### config.mk
export PLATFORM = sky130hd
export DESIGN_NAME = hbdc_top
export DESIGN_NICKNAME = d
export VERILOG_FILES = /design/src/hbdc_pkg.sv /design/src/hbdc_chan.sv /design/src/hbdc_top.sv
export SDC_FILE = /design/constraint.sdc
export NUM_CORES = 1
export LEC_CHECK = 0
export BUFFER_PORTS_ARGS = -buffer_cell sky130_fd_sc_hd__clkbuf_2
export CAP_MARGIN = 10
export CORE_ASPECT_RATIO = 2
export CORE_UTILIZATION = 40
export CTS_CLUSTER_DIAMETER = 150
export CTS_CLUSTER_SIZE = 8
export DETAILED_ROUTE_END_ITERATION = 6
export HOLD_SLACK_MARGIN = 0.03
export PLACE_DENSITY = 0.63
export SETUP_SLACK_MARGIN = 0.5
export SLEW_MARGIN = 20
export SYNTH_ARGS = -nofsm -noshare
export SYNTH_HDL_FRONTEND = slang
export SYNTH_HIERARCHICAL = 1
export SYNTH_SLANG_ARGS = --single-unit
### constraint.sdc
create_clock -name hclk -period 7.01 [get_ports hclk]
set_input_delay 0.3505 -clock hclk [delete_from_list [all_inputs] [get_ports hclk]]
set_output_delay 0.3505 -clock hclk [all_outputs]
set_load 0.03 [all_outputs]
### src/hbdc_pkg.sv
// hbdc_pkg: register map, field layout, reset values and carrier types of the hardware break block
package hbdc_pkg;
    localparam int unsigned AW      = 24;
    localparam int unsigned DW      = 16;
    localparam int unsigned NCH     = 2;
    // register byte offsets
    localparam logic [7:0] OFF_CTRL  = 8'h00;
    localparam logic [7:0] OFF_STAT  = 8'h04;
    localparam logic [7:0] OFF_MASK  = 8'h08;
    localparam logic [7:0] OFF_STATE = 8'h0c;
    localparam logic [7:0] OFF_CH0   = 8'h10;
    localparam logic [7:0] OFF_CHSTP = 8'h10;
    localparam logic [7:0] OFF_CADR  = 8'h00;
    localparam logic [7:0] OFF_CDAT  = 8'h04;
    localparam logic [7:0] OFF_CCFG  = 8'h08;
    localparam logic [7:0] OFF_SAVED = 8'h30;
    localparam logic [7:0] OFF_MEM   = 8'h34;
    // control register fields
    localparam int unsigned CT_GOTO   = 0;
    localparam int unsigned CT_STEP   = 1;
    localparam int unsigned CT_STOVR  = 2;
    localparam int unsigned CT_RST    = 3;
    localparam int unsigned CT_START  = 4;
    localparam int unsigned CT_RESUME = 5;
    localparam int unsigned CT_W      = 4;
    // status / mask fields
    localparam int unsigned ST_BRK0  = 0;
    localparam int unsigned ST_BRK1  = 1;
    localparam int unsigned ST_RSTMN = 2;
    localparam int unsigned ST_W     = 3;
    // channel config fields
    localparam int unsigned CF_AEN  = 0;
    localparam int unsigned CF_DEN  = 1;
    localparam int unsigned CF_REN  = 2;
    localparam int unsigned CF_RWR  = 3;
    localparam int unsigned CF_WORD = 4;
    localparam int unsigned CF_W    = 5;
    // emulator start values, system control reset value and AHB transfer code
    localparam logic [31:0] INIT_SP  = 32'h00ffc000;
    localparam logic [7:0]  INIT_EXR = 8'h07;
    localparam logic        INIT_CCRI = 1'b1;
    localparam logic [7:0]  SYSCR_RST = 8'h00;
    localparam logic [1:0]  HTRANS_NONSEQ = 2'h2;

    typedef struct packed {
        logic [AW-1:0] addr;
        logic [DW-1:0] data;
        logic          valid;
        logic          write;
    } hbdc_bus_t;

    typedef struct packed {
        logic [AW-1:0] addr;
        logic [DW-1:0] data;
        logic          addr_en;
        logic          data_en;
        logic          dir_en;
        logic          dir_wr;
        logic          size_word;
    } hbdc_chcfg_t;

    typedef struct packed {
        logic [AW-1:0] pc;
        logic [31:0]   sp;
        logic [7:0]    extended_control_reg;
        logic          ccr_i;
        logic          load;
    } hbdc_init_t;
endpackage

### src/hbdc_chan.sv
// hbdc_chan: one hardware break channel comparing address, data and direction
`timescale 1ns/1ps
`default_nettype none
module hbdc_chan
    import hbdc_pkg::*;
(
    input  wire hbdc_pkg::hbdc_chcfg_t cfg,
    input  wire hbdc_pkg::hbdc_bus_t   bus,
    output logic                       hit
);
    logic a_ok;
    logic d_ok;
    logic r_ok;

    // each disabled condition counts as matching
    always_comb begin
        a_ok = !cfg.addr_en || (bus.addr == cfg.addr);
        if (!cfg.data_en) begin
            d_ok = 1'b1;
        end else if (cfg.size_word) begin
            d_ok = (bus.data == cfg.data);
        end else begin
            d_ok = (bus.data[7:0] == cfg.data[7:0]);
        end
        r_ok = !cfg.dir_en || (bus.write == cfg.dir_wr);
        hit  = bus.valid && a_ok && d_ok && r_ok;
    end
endmodule
`default_nettype wire

### src/hbdc_top.sv
// hbdc_top: hardware break channels, debug control and AHB-Lite register slave
//
// Operation
// - Two independent break channels each hold their own address, data and direction conditions.
// - An enabled address condition matches when the processor address bus equals the programmed address.
// - An enabled data condition matches the data bus on the low byte or the whole word as selected.
// - An enabled direction condition restricts the break to read or to write cycles.
// - Run-to-location and every step mode make the channels ignored.
// - A cycle executing a software breakpoint instruction raises no channel break.
// - Step over disables both software breakpoints and the channels.
// - Emulator start loads the reset vector, stack pointer ffc000, extended control 07 and interrupt mask 1.
// - The system control value is saved at a break and written back at resume; debugger leaves it alone.
// - A debugger memory access while running pauses the processor until the access ends.
//
// The AHB-Lite interface to the registers and the address map were chosen for this implementation.
`timescale 1ns/1ps
`default_nettype none
module hbdc_top
    import hbdc_pkg::*;
#(
    parameter int unsigned CHANNELS = hbdc_pkg::NCH
)
(
    input  wire logic                  hclk,
    input  wire logic                  hresetn,
    input  wire logic                  hsel,
    input  wire logic [31:0]           haddr,
    input  wire logic [1:0]            htrans,
    input  wire logic                  hwrite,
    input  wire logic [2:0]            hsize,
    input  wire logic [31:0]           hwdata,
    input  wire logic                  hready,
    output logic [31:0]                hrdata,
    output logic                       hreadyout,
    output logic                       hresp,
    input  wire hbdc_pkg::hbdc_bus_t   cpu_bus,
    input  wire logic                  cpu_swbrk_exec,
    input  wire logic [AW-1:0]         reset_vector,
    input  wire logic [7:0]            syscr_in,
    input  wire logic                  cpu_reset_line_n,
    input  wire logic                  mem_done,
    output logic                       cpu_halt,
    output logic                       cpu_pause,
    output logic                       sw_brk_en,
    output logic                       emu_reset_out_n,
    output logic                       syscr_wr,
    output logic [7:0]                 syscr_out,
    output hbdc_pkg::hbdc_init_t       init_out,
    output logic                       irq
);
    import hbdc_pkg::*;

    // unpack a channel config word into the carrier type
    function automatic hbdc_chcfg_t mk_cfg(input logic [AW-1:0] a, input logic [DW-1:0] d,
                                           input logic [CF_W-1:0] c);
        hbdc_chcfg_t r;
        r.addr      = a;
        r.data      = d;
        r.addr_en   = c[CF_AEN];
        r.data_en   = c[CF_DEN];
        r.dir_en    = c[CF_REN];
        r.dir_wr    = c[CF_RWR];
        r.size_word = c[CF_WORD];
        return r;
    endfunction

    // byte offset of a register within channel n
    function automatic logic [7:0] ch_off(input int unsigned n, input logic [7:0] sub);
        return 8'(OFF_CH0 + 8'(n) * OFF_CHSTP + sub);
    endfunction

    // bus-phase state
    logic                 wr_pend_r,  wr_pend_nxt;
    logic [7:0]           wr_addr_r,  wr_addr_nxt;
    logic [31:0]          rdata_r,    rdata_nxt;
    logic                 ready_r,    ready_nxt;
    // register file
    logic [CT_W-1:0]      ctrl_r,     ctrl_nxt;
    logic [ST_W-1:0]      stat_r,     stat_nxt;
    logic [ST_W-1:0]      mask_r,     mask_nxt;
    logic [AW-1:0]        ch_addr_r [CHANNELS];
    logic [AW-1:0]        ch_addr_nxt [CHANNELS];
    logic [DW-1:0]        ch_data_r [CHANNELS];
    logic [DW-1:0]        ch_data_nxt [CHANNELS];
    logic [CF_W-1:0]      ch_cfg_r [CHANNELS];
    logic [CF_W-1:0]      ch_cfg_nxt [CHANNELS];
    // debug control state
    logic                 halt_r,     halt_nxt;
    logic                 pause_r,    pause_nxt;
    logic                 swen_r,     swen_nxt;
    logic                 rstn_r,     rstn_nxt;
    logic [7:0]           saved_r,    saved_nxt;
    logic                 restore_r,  restore_nxt;
    logic                 mon_prev_r, mon_prev_nxt;
    logic                 irq_r,      irq_nxt;
    hbdc_init_t           init_r,     init_nxt;

    logic [CHANNELS-1:0]  hit;
    logic                 brk_gate;
    logic                 brk_any;
    logic                 wr_now;
    logic                 start_req;
    logic                 resume_req;
    logic                 mem_req;
    logic                 addr_ph;

    // break channels
    for (genvar g = 0; g < CHANNELS; g++) begin : g_ch
        hbdc_chan u_chan (
            .cfg (mk_cfg(ch_addr_r[g], ch_data_r[g], ch_cfg_r[g])),
            .bus (cpu_bus),
            .hit (hit[g])
        );
    end

    // break qualification and write strobes
    // halted or paused cycles are not user execution, so no channel may fire then
    always_comb begin
        brk_gate = !ctrl_r[CT_GOTO] && !ctrl_r[CT_STEP]
                   && !ctrl_r[CT_STOVR]
                   && !cpu_swbrk_exec
                   && !halt_r && !pause_r;
        brk_any    = brk_gate && (|hit);
        wr_now     = wr_pend_r;
        start_req  = wr_now && (wr_addr_r == OFF_CTRL) && hwdata[CT_START];
        resume_req = wr_now && (wr_addr_r == OFF_CTRL) && hwdata[CT_RESUME];
        mem_req    = wr_now && (wr_addr_r == OFF_MEM) && hwdata[0];
        addr_ph    = hsel && hready && (htrans == HTRANS_NONSEQ);
    end

    // AHB-Lite address phase capture and read data
    // ready comes from a flip-flop, so it rises one edge after reset release
    always_comb begin
        wr_pend_nxt = addr_ph && hwrite;
        wr_addr_nxt = haddr[7:0];
        rdata_nxt   = 32'h0000_0000;
        ready_nxt   = 1'b1;                                            // no wait states
        if (addr_ph && !hwrite) begin
            if (haddr[7:0] == OFF_CTRL) begin
                rdata_nxt = 32'(ctrl_r);
            end else if (haddr[7:0] == OFF_STAT) begin
                rdata_nxt = 32'(stat_r);
            end else if (haddr[7:0] == OFF_MASK) begin
                rdata_nxt = 32'(mask_r);
            end else if (haddr[7:0] == OFF_STATE) begin
                rdata_nxt = {28'h0000000, cpu_reset_line_n, pause_r, swen_r, halt_r};
            end else if (haddr[7:0] == OFF_SAVED) begin
                rdata_nxt = 32'(saved_r);
            end else if (haddr[7:0] == OFF_MEM) begin
                rdata_nxt = 32'(pause_r);
            end else begin
                // channel registers sit at a fixed stride above the global ones
                for (int unsigned n = 0; n < CHANNELS; n++) begin
                    if (haddr[7:0] == ch_off(n, OFF_CADR)) begin
                        rdata_nxt = 32'(ch_addr_r[n]);
                    end else if (haddr[7:0] == ch_off(n, OFF_CDAT)) begin
                        rdata_nxt = 32'(ch_data_r[n]);
                    end else if (haddr[7:0] == ch_off(n, OFF_CCFG)) begin
                        rdata_nxt = 32'(ch_cfg_r[n]);
                    end
                end
            end
        end
    end

    // register writes; hardware set beats write-one-to-clear
    always_comb begin
        ctrl_nxt    = ctrl_r;
        mask_nxt    = mask_r;
        stat_nxt    = stat_r;
        ch_addr_nxt = ch_addr_r;
        ch_data_nxt = ch_data_r;
        ch_cfg_nxt  = ch_cfg_r;
        if (wr_now) begin
            if (wr_addr_r == OFF_CTRL) begin
                ctrl_nxt = hwdata[CT_W-1:0];
            end else if (wr_addr_r == OFF_STAT) begin
                stat_nxt = stat_r & ~hwdata[ST_W-1:0];
            end else if (wr_addr_r == OFF_MASK) begin
                mask_nxt = hwdata[ST_W-1:0];
            end else begin
                for (int unsigned n = 0; n < CHANNELS; n++) begin
                    if (wr_addr_r == ch_off(n, OFF_CADR)) begin
                        ch_addr_nxt[n] = hwdata[AW-1:0];
                    end else if (wr_addr_r == ch_off(n, OFF_CDAT)) begin
                        ch_data_nxt[n] = hwdata[DW-1:0];
                    end else if (wr_addr_r == ch_off(n, OFF_CCFG)) begin
                        ch_cfg_nxt[n] = hwdata[CF_W-1:0];
                    end
                end
            end
        end
        // a break and a write-one-to-clear in one cycle leave the bit set
        if (brk_gate && hit[0]) begin
            stat_nxt[ST_BRK0] = 1'b1;
        end
        if (brk_gate && hit[CHANNELS-1]) begin
            stat_nxt[ST_BRK1] = 1'b1;
        end
        if (mon_prev_r && !cpu_reset_line_n) begin
            stat_nxt[ST_RSTMN] = 1'b1;                                 // reset seen on the monitor line
        end
    end

    // halt, save/restore, pause, reset drive and start values
    always_comb begin
        halt_nxt     = halt_r;
        saved_nxt    = saved_r;
        restore_nxt  = 1'b0;
        pause_nxt    = pause_r;
        swen_nxt     = !ctrl_nxt[CT_STOVR];
        rstn_nxt     = !ctrl_nxt[CT_RST];
        mon_prev_nxt = cpu_reset_line_n;
        init_nxt     = init_r;
        init_nxt.load = 1'b0;
        // the live value is captured at the break and replayed as a one-cycle write at resume
        if (brk_any) begin
            halt_nxt  = 1'b1;
            saved_nxt = syscr_in;
        end else if (resume_req && halt_r) begin
            halt_nxt    = 1'b0;
            restore_nxt = 1'b1;
        end
        // a pause only starts while running; a halted processor already leaves the bus free
        if (mem_req && !halt_r) begin
            pause_nxt = 1'b1;
        end else if (mem_done) begin
            pause_nxt = 1'b0;
        end
        // start values stand with a one-cycle load pulse for the processor to take
        if (start_req) begin
            init_nxt.pc    = reset_vector;
            init_nxt.sp    = INIT_SP;
            init_nxt.extended_control_reg   = INIT_EXR;
            init_nxt.ccr_i = INIT_CCRI;
            init_nxt.load  = 1'b1;
        end
        irq_nxt = |(stat_nxt & mask_nxt);
    end

    // state registers
    // the monitor edge detector resets to the line's idle high level, so no false fall follows reset
    always_ff @(posedge hclk or negedge hresetn) begin
        if (!hresetn) begin
            wr_pend_r  <= 1'b0;
            wr_addr_r  <= 8'h00;
            rdata_r    <= 32'h0000_0000;
            ready_r    <= 1'b0;
            ctrl_r     <= '0;
            stat_r     <= '0;
            mask_r     <= '0;
            ch_addr_r  <= '{default: '0};
            ch_data_r  <= '{default: '0};
            ch_cfg_r   <= '{default: '0};
            halt_r     <= 1'b0;
            pause_r    <= 1'b0;
            swen_r     <= 1'b1;
            rstn_r     <= 1'b1;
            saved_r    <= SYSCR_RST;
            restore_r  <= 1'b0;
            mon_prev_r <= 1'b1;
            irq_r      <= 1'b0;
            init_r     <= '0;
        end else begin
            wr_pend_r  <= wr_pend_nxt;
            wr_addr_r  <= wr_addr_nxt;
            rdata_r    <= rdata_nxt;
            ready_r    <= ready_nxt;
            ctrl_r     <= ctrl_nxt;
            stat_r     <= stat_nxt;
            mask_r     <= mask_nxt;
            ch_addr_r  <= ch_addr_nxt;
            ch_data_r  <= ch_data_nxt;
            ch_cfg_r   <= ch_cfg_nxt;
            halt_r     <= halt_nxt;
            pause_r    <= pause_nxt;
            swen_r     <= swen_nxt;
            rstn_r     <= rstn_nxt;
            saved_r    <= saved_nxt;
            restore_r  <= restore_nxt;
            mon_prev_r <= mon_prev_nxt;
            irq_r      <= irq_nxt;
            init_r     <= init_nxt;
        end
    end

    // outputs straight from flip-flops; zero-wait slave, always OKAY
    // the response is a constant, as no transfer is ever refused
    assign hrdata          = rdata_r;
    assign hreadyout       = ready_r;
    assign hresp           = 1'b0;
    assign cpu_halt        = halt_r;
    assign cpu_pause       = pause_r;
    assign sw_brk_en       = swen_r;
    assign emu_reset_out_n = rstn_r;
    assign syscr_wr        = restore_r;
    assign syscr_out       = saved_r;
    assign init_out        = init_r;
    assign irq             = irq_r;
endmodule
`default_nettype wire

==> impl_results.rst <==
.. list-table::
   :header-rows: 1

   * - Metric
     - Value
   * - Outcome
     - finished clean
   * - Peak supply drop
     - 0.0001491 V
   * - Critical path launch point type
     - input port
   * - Worst slack at placement
     - 3.593 ns
   * - Final Skew
     - 0.009032 ns
   * - Effective utilization at floorplan
     - 40.88%
   * - Combinational power share
     - 12.3%
   * - Area after detailed placement
     - 0.009752 mm^2
   * - Internal Power
     - 1.728 mW
   * - Clock latency at the later pin of the worst-skew pair
     - 0.45 ns
   * - Highest routed metal layer
     - met5
   * - Final number of hold-violating endpoints
     - 0
   * - Met2 wire length
     - 14.08 mm
   * - Max Transition Viols Final
     - 0
   * - CTS H-Tree Depth
     - 4
   * - Power per Cell Area
     - 230.5 mW/mm^2
   * - Most common flop cell mapped by yosys
     - dfrtp_1
   * - Grt ovf
     - 0
   * - Cell area after layout
     - 0.01039 mm^2
   * - Setup total negative slack
     - 0 ns
   * - Total global-route track usage
     - 23.01%
   * - Via count
     - 6350
   * - Part of the Yosys area used for sequential elements
     - 49.67%
   * - Number of design rule violations left after detail routing
     - 0
   * - Mean instance size in the synthesized netlist
     - 12.17 um^2
   * - Width of the chip
     - 107.0 um
   * - Maximum fanout encountered on the critical timing path
     - 26
   * - Buffers added on ports
     - 193
   * - Number of standard cells after synthesis
     - 725
   * - Sequential cell fraction of total power
     - 45.8%
   * - Hold crit path type
     - in2reg
   * - Drt first-iter violations
     - 247
   * - Final worst-path setup slack
     - 4.060 ns
   * - Final hold slack
     - 0.06832 ns
   * - Slew at the pin closest to its max-slew limit
     - 1.124 ns
   * - Via count normalized by instance count
     - 5.354
   * - Routed length on met1
     - 8.605 mm
   * - Height of the die
     - 212.0 um
   * - Synth Cell Area
     - 0.008823 mm^2
   * - Met3 wire length
     - 1.077 mm
   * - Worst-case headroom to the max-slew limit
     - 25.00%
   * - Clock-pin slew on the worst setup and hold paths
     - 0.07 ns
   * - Global-route wire length before repair
     - 37.63 mm
   * - Number of buffers created by CTS
     - 17
   * - Switching fraction of total power
     - 27.81%
   * - Via count of the first global-routing pass
     - 6492
   * - Final non-filler cell total
     - 1186
   * - Area share of the largest cell type after synthesis
     - 48.78%
   * - Data required time of the worst path
     - 7.29 ns
   * - Total half-perimeter wirelength after legalization and detailed placement
     - 19.19 mm
   * - Fraction of synthesis flops using an asynchronous set or reset pin
     - 100.0%
   * - Static leakage
     - 4.998 nW
   * - I/O pin total
     - 265
   * - Biggest area contributors in the synthesized netlist
     - dfrtp_1 (49%), mux2_2 (10%), mux2_4 (7.5%)
   * - Clock network fraction of design power
     - 41.8%
   * - Num Clock Sinks
     - 175
   * - End-of-flow core utilization
     - 48.12%
   * - Number of setup buffers added after CTS
     - 0
   * - DRT antenna net count
     - 0
   * - Post-synthesis to final-layout area growth
     - 17.73%
   * - First-pass DRT Iterations
     - 5
   * - Routability-driven placement congestion ratio
     - 0.8857
   * - Number of antenna violations at the first check in global routing
     - 3
   * - Netlist cell types
     - 60
   * - Maximum clock insertion buffer count
     - 2
   * - Crit. End Element
     - flip-flop
   * - Core Region
     - 0.02159 mm^2
   * - # setup viols final
     - 0
   * - Total design power
     - 2.394 mW
   * - Share of cells above drive strength 1
     - 41.16%
   * - Placed insts
     - 1150
   * - Post-layout nets
     - 1049
   * - Routed length per instance
     - 21.22 um
   * - Worst setup path class
     - in2reg
   * - Number of enable-type register cells in the synthesized netlist
     - 0
   * - Pin count of the biggest net entering global routing
     - 84
   * - Total number of yosys warnings
     - 6
   * - Number of hold buffers added after cts
     - 2
   * - Power spent charging and discharging nets
     - 0.6658 mW
   * - Setup repair after global routing missed its margin
     - no
   * - Total length of routed wires
     - 25.17 mm
   * - Number of maximum-capacitance violations
     - 0
   * - Largest area contributor in the netlist
     - dfrtp_1
   * - Cell Rows
     - 76
   * - Endpoint arrival time on the critical path
     - 3.23 ns
   * - Post-layout min period
     - 2.950 ns
   * - TritonCTS clock tree
     - done
   * - Maximum operating frequency
     - 339.0 MHz
   * - Ratio of final minimum period to clock period
     - 42.08%
   * - Cts repair resizes
     - 0
   * - Flip-flop and latch count after synthesis
     - 175
   * - Die area
     - 0.02269 mm^2
   * - Buffer type at the clock tree root
     - clkbuf_16
logic make-up after synthesis:
kind of cell    synth area share, %
xor+xnor                      8.140
mux                           18.41
flops                         49.67
buf+inv                       7.019
compound gates                7.161
simple gates                  9.515
other cells                 0.08511
critical path, stage by stage:
cell	delay, ns
clkbuf_2	0.35
or3_1	0.53
nor4b_1	0.84
nand2_1	0.17
nand3_1	0.75
o31ai_1	0.22
cells in the mapped netlist, types with 3 or more instances:
cell      count
nor3b_1       3
a21oi_1       9
a22oi_1      18
o31ai_1       3
or2_2         5
or4_1         4
a31oi_1      13
dfstp_2       3
xor2_1       18
mux2_2       82
o21a_1        3
o21ai_0      17
nor2_1       27
buf_2         9
nand4_1      19
dfrtp_1     172
a22o_1        6
nor4_1        6
or3_1         4
xnor2_1      64
or4b_1        4
inv_1        14
a221o_1       3
nor3_1        9
mux2i_1       4
mux2_4       44
and3_1        7
nand3_1       4
nand2b_1      6
clkbuf_1     11
nand2_1      42
buf_6         7
buf_4        51
sequential cells by signal (all words and copies together) (netlist names), 3 cells and up:
name	cells
syscr_out	8
wr_addr_r	8
stat_r	3
ch_addr_r	48
ctrl_r	4
init_out	26
hrdata	24
ch_data_r	32
ch_cfg_r	10
mask_r	3
worst paths after layout:
path / start / to / slack [ns] / cells after the start
max: haddr[3] / hrdata[7]$_DFF_PN0_ / 4.06 / 6
min: haddr[1] / wr_addr_r[1]$_DFF_PN0_ / 0.07 / 1
max reg2reg: ch_addr_r[6]$_DFFE_PN0P_ / syscr_out[5]$_DFFE_PN0P_ / 4.21 / 7
min reg2reg: init_out[43]$_DFFE_PN0P_ / init_out[43]$_DFFE_PN0P_ / 0.51 / 1
max in group asynchronous: hresetn / hrdata[12]$_DFF_PN0_ / 4.73 / 4
min in group asynchronous: hresetn / syscr_out[5]$_DFFE_PN0P_ / 0.52 / 2
layout by cell type, fill, tap and decap left out, types with 5 or more instances in the layout:
master	count
nor2_1	23
conb_1	37
mux2_2	82
a22oi_1	18
dfrtp_1	172
or2_2	5
a21oi_1	9
mux2_4	44
xnor2_1	64
inv_1	14
clkbuf_16	17
nand2b_1	6
nor4_1	6
nor3_1	8
nand2_1	42
and3_1	7
nand4_1	19
a31oi_1	13
a22o_1	6
clkbuf_2	192
xor2_1	18
o21ai_0	17
routing by layer:
| metal | vias to the layer above | GRT usage [%] |
|---|---|---|
| met5 | - | 0 |
| li1 | 2829 | - |
| met2 | 267 | 43.34 |
| met1 | 3184 | 22.68 |
| met3 | 68 | 3.985 |
| met4 | 2 | 14.69 |
cell type report:
type / instances / area [um^2]
Antenna cell: 2 / 5.005
Clock buffer: 18 / 429.2
Clock inverter: 14 / 181.4
Fill cell: 2022 / 11200
Inverter: 14 / 52.55
Multi-Input combinational cell: 491 / 3973
Sequential cell: 175 / 4383
Tap cell: 273 / 341.6
Timing Repair Buffer: 199 / 1022
power by group through the flow:
stage                     Combinational (mW)  Clock [mW]  Sequential [mW]
after floorplan                        0.138           0             1.15
after global placement                 0.294           0             1.12
after CTS                              0.299        1.02             1.10
after global routing                   0.317        1.05             1.10
after detailed placement               0.297           0             1.12
final                                  0.295        1.00             1.10
(Power assumes the default switching activity.)
